`config.mk`:
```
export PLATFORM = sky130hd
export DESIGN_NAME = trc_regs
export DESIGN_NICKNAME = d
export VERILOG_FILES = /design/src/trc_fmt.v /design/src/trc_sync.v /design/src/trc_regs.v
export VERILOG_INCLUDE_DIRS = /design/src
export SDC_FILE = /design/constraint.sdc
export NUM_CORES = 1
export LEC_CHECK = 0
export ABC_CLOCK_PERIOD_IN_PS = 1900
export BUFFER_PORTS_ARGS = -buffer_cell sky130_fd_sc_hd__buf_2
export CAP_MARGIN = 0
export CORE_AREA = 2 2 63 80
export CTS_CLUSTER_DIAMETER = 80
export DETAILED_ROUTE_END_ITERATION = 10
export DIE_AREA = 0 0 65 82
export GPL_TIMING_DRIVEN = 0
export MAX_ROUTING_LAYER = met4
export PLACE_DENSITY = 0.71
export SKIP_CTS_REPAIR_TIMING = 1
export SLEW_MARGIN = 20
export SYNTH_ARGS = -nofsm -noshare
export SYNTH_HDL_FRONTEND = slang
export SYNTH_SLANG_ARGS = --single-unit
```
`constraint.sdc`:
```
create_clock -name mclk_i -period 1.9 [get_ports mclk_i]
set_clock_uncertainty 0.15 [all_clocks]
set_input_delay 0.475 -clock mclk_i [delete_from_list [all_inputs] [get_ports mclk_i]]
set_output_delay 0.475 -clock mclk_i [all_outputs]
set_load 0.01 [all_outputs]
```
`src/trc_consts.vh`:
```
`ifndef TRC_CONSTS_VH
`define TRC_CONSTS_VH
// register addresses
`define TRC_ADDR_LOCAL 8'h00
`define TRC_ADDR_REM_INT 8'h01
`define TRC_ADDR_CFG_RD 8'h03
`define TRC_ADDR_CFG_WR 8'h09
`define TRC_ADDR_REM_FRAC 8'h10
// reset values
`define TRC_RESULT_RST 8'h00
`define TRC_CFG_RST 8'h00
`define TRC_PTR_RST 8'h00
// configuration field positions
`define TRC_CFG_MASK_BIT 7
`define TRC_CFG_STBY_BIT 6
`define TRC_CFG_PINSEL_BIT 5
`define TRC_CFG_RANGE_BIT 2
// writable configuration bits (reserved bits held at zero)
`define TRC_CFG_WMASK 8'he4
// format constants (whole degrees)
`define TRC_OFFSET_DEG 10'h040
`define TRC_MAX_STRAIGHT 10'h07f
`define TRC_MAX_OFFSET 10'h0ff
`endif

```
`src/trc_fmt.v`:
```
`timescale 1ns/1ps
`default_nettype none
`include "trc_consts.vh"
// ========================================
// temperature encoder
module trc_fmt (
  // raw temperature, signed whole degrees
  input wire signed [9:0] temp_i,
  // 1 = offset binary range
  input wire ext_i,
  // encoded byte
  output reg [7:0] code_o
);
  reg signed [10:0] adj;
  always @* begin
    adj = {temp_i[9], temp_i};
    if (ext_i) begin
      adj = {temp_i[9], temp_i} + {1'b0, `TRC_OFFSET_DEG};
      if (adj[10])
        code_o = 8'h00;
      else if (adj > $signed({1'b0, `TRC_MAX_OFFSET}))
        code_o = 8'hff;
      else
        code_o = adj[7:0];
    end else begin
      if (adj[10])
        code_o = 8'h00;
      else if (adj > $signed({1'b0, `TRC_MAX_STRAIGHT}))
        code_o = 8'h7f;
      else
        code_o = adj[7:0];
    end
  end
endmodule
`default_nettype wire

```
`src/trc_sync.v`:
```
`timescale 1ns/1ps
`default_nettype none
// ========================================
// two-flop synchroniser
module trc_sync (
  // clock and reset
  input wire mclk_i,
  input wire rstn_i,
  // asynchronous level in, synchronised out
  input wire d_i,
  output reg q_o
);
  reg meta;
  always @(posedge mclk_i) begin
    if (!rstn_i) begin
      meta <= 1'b0;
      q_o <= 1'b0;
    end else begin
      meta <= d_i;
      q_o <= meta;
    end
  end
endmodule
`default_nettype wire

```
`src/trc_regs.v`:
```
// Contract
// - local result byte at address 0x00
// - remote result integer 0x01, fraction 0x10
// - fraction bits 7:6 only, rest zero
// - fraction read freezes integer byte
// - config bit 2 selects range, both channels
// - new format from next conversion on
// - offset binary adds 64 degrees
// - straight binary clamps to 0..127
// - range change leaves limits untouched
// - first write byte loads pointer
// - later bytes and reads use pointer
// - pointer resets to 0x00
// - results converter-written, read-only, reset 0x00
// - config read 0x03, write 0x09, reset 0x00
// - mask bit gates interrupt, ignored otherwise
// - standby stops conversions, bus stays alive
// - alarms stay live in standby
// - config bit 5 selects alarm pin function
// - shorted sensor keeps last good remote
`timescale 1ns/1ps
`default_nettype none
`include "trc_consts.vh"
module trc_regs (
  // clock and reset
  input wire mclk_i,
  input wire rstn_i,
  // bus transaction side (same clock)
  input wire wr_first_i,
  input wire wr_data_i,
  input wire rd_i,
  input wire [7:0] wdata_i,
  // converter side (same clock)
  input wire conv_done_i,
  input wire conv_remote_i,
  input wire signed [9:0] conv_int_i,
  input wire [1:0] conv_frac_i,
  // remote sensor short indication from analog pin
  input wire remote_short_i,
  // alarm sources from comparison logic
  input wire alert_req_i,
  input wire high_trip_i,
  input wire overtemp_output_primary_trip_i,
  // read data and status
  output reg [7:0] rdata_o,
  output reg conv_run_o,
  output reg [7:0] cfg_o,
  // alarm pins, open drain: output low level with enable
  output reg overtemp_output_primary_out_o,
  output reg overtemp_output_primary_oe_n_o,
  output reg pin6_out_o,
  output reg pin6_oe_n_o
);
  // ========================================
  // state
  reg [7:0] local_temp_value;
  reg [7:0] remote_temp_integer;
  reg [7:0] remote_temp_fraction;
  reg [7:0] register_pointer;
  reg int_frozen;
  wire short_s;
  wire [7:0] code;
  wire ext = cfg_o[`TRC_CFG_RANGE_BIT];
  wire stby = cfg_o[`TRC_CFG_STBY_BIT];
  wire pin_sel = cfg_o[`TRC_CFG_PINSEL_BIT];
  wire interrupt_mask_bit = cfg_o[`TRC_CFG_MASK_BIT];
  wire rd_frac = rd_i && (register_pointer == `TRC_ADDR_REM_FRAC);
  wire rd_int = rd_i && (register_pointer == `TRC_ADDR_REM_INT);
  wire take = conv_done_i && !stby;
  wire take_rem = take && conv_remote_i && !short_s;
  reg overtemp_output_secondary;
  reg alarm6;
  reg [7:0] next_rdata;

  trc_sync u_sync (
    .mclk_i(mclk_i),
    .rstn_i(rstn_i),
    .d_i(remote_short_i),
    .q_o(short_s)
  );

  // range sampled per conversion, so a change applies from the next one
  trc_fmt u_fmt (
    .temp_i(conv_int_i),
    .ext_i(ext),
    .code_o(code)
  );

  // ========================================
  // pointer and configuration
  always @(posedge mclk_i) begin
    if (!rstn_i) begin
      register_pointer <= `TRC_PTR_RST;
      cfg_o <= `TRC_CFG_RST;
    end else if (wr_first_i) begin
      register_pointer <= wdata_i;
    end else if (wr_data_i && register_pointer == `TRC_ADDR_CFG_WR) begin
      cfg_o <= wdata_i & `TRC_CFG_WMASK;
    end
  end

  // ========================================
  // result registers, converter only; limits are not touched here
  always @(posedge mclk_i) begin
    if (!rstn_i) begin
      local_temp_value <= `TRC_RESULT_RST;
      remote_temp_integer <= `TRC_RESULT_RST;
      remote_temp_fraction <= `TRC_RESULT_RST;
      int_frozen <= 1'b0;
    end else begin
      if (take && !conv_remote_i)
        local_temp_value <= code;
      if (take_rem) begin
        remote_temp_fraction <= {conv_frac_i, 6'h00};
        if (!int_frozen && !rd_frac)
          remote_temp_integer <= code;
      end
      if (rd_frac)
        int_frozen <= 1'b1;
      else if (rd_int)
        int_frozen <= 1'b0;
    end
  end

  // ========================================
  // read mux
  always @* begin
    case (register_pointer)
      `TRC_ADDR_LOCAL: next_rdata = local_temp_value;
      `TRC_ADDR_REM_INT: next_rdata = remote_temp_integer;
      `TRC_ADDR_CFG_RD: next_rdata = cfg_o;
      `TRC_ADDR_REM_FRAC: next_rdata = remote_temp_fraction;
      default: next_rdata = 8'h00;
    endcase
  end

  // ========================================
  // alarm pins, evaluated also in standby
  always @* begin
    overtemp_output_secondary = high_trip_i;
    if (pin_sel)
      alarm6 = overtemp_output_secondary;
    else
      alarm6 = alert_req_i && !interrupt_mask_bit;
  end

  always @(posedge mclk_i) begin
    if (!rstn_i) begin
      rdata_o <= 8'h00;
      conv_run_o <= 1'b0;
      overtemp_output_primary_out_o <= 1'b0;
      overtemp_output_primary_oe_n_o <= 1'b1;
      pin6_out_o <= 1'b0;
      pin6_oe_n_o <= 1'b1;
    end else begin
      rdata_o <= next_rdata;
      conv_run_o <= !stby;
      overtemp_output_primary_oe_n_o <= !overtemp_output_primary_trip_i;
      pin6_oe_n_o <= !alarm6;
    end
  end
endmodule
`default_nettype wire

```
==> impl_metrics.json <==
{
  "slew_limit_headroom_pct": 56.3,
  "route.detailed.vias_per_inst": 5.22,
  "synth.distinct_cells": 44,
  "worst-endpoint-arrival_ns": 1.90,
  "power.net_switching_uw": 501,
  "main_combinational_cell_family_by_area_after_synthesis": "simple AND/OR/NAND/NOR gates",
  "yosys.area_share.adder_pct": 1.79,
  "max_slew.worst_pin.slew_ns": 0.655,
  "gr-usage-met2_pct": 33.5,
  "design.core.area_um2": 4590,
  "dr_total_vias": 1854,
  "filler_cell_count": 429,
  "share_seq_of_total_power_pct": 47.7,
  "synthesis_to_layout_area_growth_pct": 27.5,
  "totalWireLength_um": 4820,
  "peakVddDrop_v": 0.000296,
  "cts-root-to-sink-buffers": 2,
  "drtAntennaViolNets": 0,
  "drc": 0,
  "postSynthCellCount": 236,
  "post_synth_xor_area_fraction_pct": 0,
  "synth_simple_gate_area_share_pct": 20.7,
  "global_route_layer_with_the_greatest_usage": "met2",
  "critical_path.startpoint_type": "register",
  "syn_area_per_cell_um2": 8.89,
  "timing.final.max_slew_violations": 0,
  "clock.fmax_mhz": 541,
  "timing.critical_path.to_type": "register",
  "dpl.hpwl_um": 3500,
  "synth_ff_type": "dfxtp_1",
  "p_clk_share_pct": 36.9,
  "fraction_of_final_layout_cells_sized_beyond_drive_strength_1_pct": 29.5,
  "synth.ff_latch_count": 44,
  "vias_in_the_first_global_route": 1701,
  "synth.top_cells.by_area": "dfxtp_1 (42%), mux2i_1 (9.5%), nor2b_1 (5.7%), o21ai_0 (4.1%), nor2_1 (3.8%)",
  "power.combinational.fraction_pct": 15.4,
  "p_leak_nw": 1.13,
  "first_pass_iters": 4,
  "n_antenna_cell": 0,
  "fp.dieW_um": 65,
  "gr-usage-met3_pct": 3.70,
  "synth.area.mux_share_pct": 10.6,
  "cap_viol_max_count": 0,
  "placement_rows": 28,
  "critical_path_required_ns": 1.95,
  "synth-async-reset-ratio_pct": 0,
  "cts_tree": "yes",
  "yosys_warnings": 0,
  "cellPowerDensity_nw_per_um2": 776,
  "global_route.usage.total_pct": 19.0,
  "finalSetupViolations": 0,
  "postLayoutCoreUtil_pct": 58.3,
  "cp_cell_sequence": "or4_4, nor4_2, nand2_1, o2bb2ai_1, and2_1",
  "count_of_final_hold_check_violations": 0,
  "syn-cell-area_um2": 2100,
  "finalCritPeriodShare_pct": 97.3,
  "post-synth-top-area-fraction_pct": 42.0,
  "setup.worst_path.class": "reg -> reg",
  "fin_nets": 328,
  "antenna_violations_before_repair": 0,
  "drt-initial-drc-count": 68,
  "critPathMaxStageDelay_ns": 0.57,
  "numClockSinks": 44,
  "yosysTopAreaCell": "dfxtp_1",
  "post_drt_wl_per_cell_um": 13.6,
  "clock_insertion_delay_worst_skew_ns": 0.30,
  "final_min_period_ns": 1.85,
  "fraction_of_the_mapped_netlist_area_in_compound_gates_pct": 18.8,
  "internal-power_mw": 1.57,
  "synth.yosys.seq_area_share_pct": 42.0,
  "sw_frac_of_total_pct": 24.1,
  "fin_worst_hold_slack_ns": 0.178,
  "overflow": 0,
  "cts.root.buffer_cell": "clkbuf_8",
  "crit_fanout": 5,
  "chipHeight_um": 82,
  "tritoncts.num_buffers": 5,
  "floorplan.io_pins": 52,
  "grt_use_met1_pct": 21.0,
  "synth_enable_flop_cells": 0,
  "hp-class": "in -> reg",
  "grt_start_max_net_pins": 14,
  "grt_first_pass_wirelength_um": 7550,
  "initial_utilization_pct": 45.7,
  "placement.io_buffers": 44,
  "routabilityCongestion": 0.893,
  "result_of_the_run": "finished, final reports clean",
  "die-area_um2": 5330,
  "cts.reportedPaths.clkPinSlew_ns": 0.08,
  "crit_path_top_delay_cell": "or4_4",
  "total_power_mw": 2.08,
  "htreeDepth": 2,
  "unrepaired_setup_endpoints_after_global_routing": "yes"
}
==> metal layers <==
layer	up-vias	routed length, µm
met4	0	61
met2	55	2520
li1	944	-
met3	6	210
met5	-	0
met1	849	2030
==> placed cells by master (no fill, tap or decap), types with 8 or more instances in the layout <==
cell type,synthesis,routed
clkbuf_1,10,9
nor2_1,21,20
buf_4,7,8
buf_2,0,43
mux2i_1,20,20
dfxtp_1,44,43
a21oi_1,8,8
nor2b_1,19,19
a31oi_1,10,9
nand2_1,14,14
o21ai_0,17,17
==> power by group through the flow <==
| stage | Sequential, mW | Clock [mW] | Combinational, mW |
|---|---|---|---|
| 6_report | 0.990 | 0.766 | 0.320 |
| 3_5_place_dp | 1.01 | 0 | 0.285 |
| 5_1_grt | 0.994 | 0.817 | 0.354 |
| 3_3_place_gp | 1.01 | 0 | 0.280 |
| 4_1_cts | 0.989 | 0.778 | 0.285 |
| 2_1_floorplan | 1.01 | 0 | 0.191 |
==> path summary, 6_finish.rpt <==
path                            slack, ns  cells past startpoint                           start                              to
worst max register to register       0.05                      5             register_pointer[7]                      int_frozen
worst min register to register       0.29                      1                     u_sync.meta                      u_sync.q_o
worst max-delay path                 0.05                      5             register_pointer[7]                      int_frozen
worst min-delay path                 0.18                      2  overtemp_output_primary_trip_i  overtemp_output_primary_oe_n_o
==> cells by family (layout without fill, tap and decap cells) <==
group / count (synthesis) / count (layout)
mux: 22 / 22
buf+inv: 24 / 78
other cells: 1 / 6
flops: 44 / 44
fa+ha+maj: 3 / 3
simple gates: 82 / 82
compound gates: 60 / 60
==> state kept, by name (all words and copies together) (netlist names) <==
name / flops
pin6_oe_n_o: 1
u_sync.q_o: 1
overtemp_output_primary_oe_n_o: 1
conv_run_o: 1
remote_temp_fraction: 2
int_frozen: 1
u_sync.meta: 1
local_temp_value: 8
remote_temp_integer: 8
register_pointer: 8
rdata_o: 8
cfg_o: 4
==> per-stage QoR <==
| stage | setup WS (ns) | cells | TNS (ns) | instance area (µm²) |
|---|---|---|---|---|
| after global placement | -0.375 | 345 | -3.88 | 2410 |
| final | 0.0506 | 355 | 0 | 2680 |
| after floorplan | 0.0440 | 241 | 0 | 2120 |
| after CTS | -0.0961 | 353 | -0.464 | 2540 |
| after global routing | -0.0444 | 355 | -0.128 | 2680 |
| after detailed placement | -0.414 | 345 | -4.31 | 2410 |
==> synthesized netlist by cell type, drive strengths merged (2+ instances only) <==
master	n
buf	10
and4	2
nor2b	19
nand3	7
nor3	2
mux2i	20
o21a	2
o31ai	4
nor2	21
inv	4
o22ai	4
dfxtp	44
o21ai	19
nand2	14
mux2	2
a31oi	10
nor4	3
ha	3
a21oi	8
clkbuf	10
and2	7
o211ai	2
a32oi	2
==> area by class of cell <==
cell class / count / area [µm²] / area share (%)
plain buffers: 20 / 114 / 4.26
clock buffers: 7 / 96.3 / 3.60
clock inverters: 1 / 30.0 / 1.12
inverters: 4 / 15.0 / 0.561
multi-input cells: 173 / 1210 / 45.1
flip-flops and latches: 44 / 882 / 33.0
well taps: 60 / 75.1 / 2.81
repair buffers: 46 / 255 / 9.54
==> critical path: cells and delay by family (launching register included) <==
kind | cells | cell delay [ns]
flops | 1 | 0.32
simple gates | 4 | 1.16
compound gates | 1 | 0.13
Note: power is estimated with default switching activity, not from simulation.
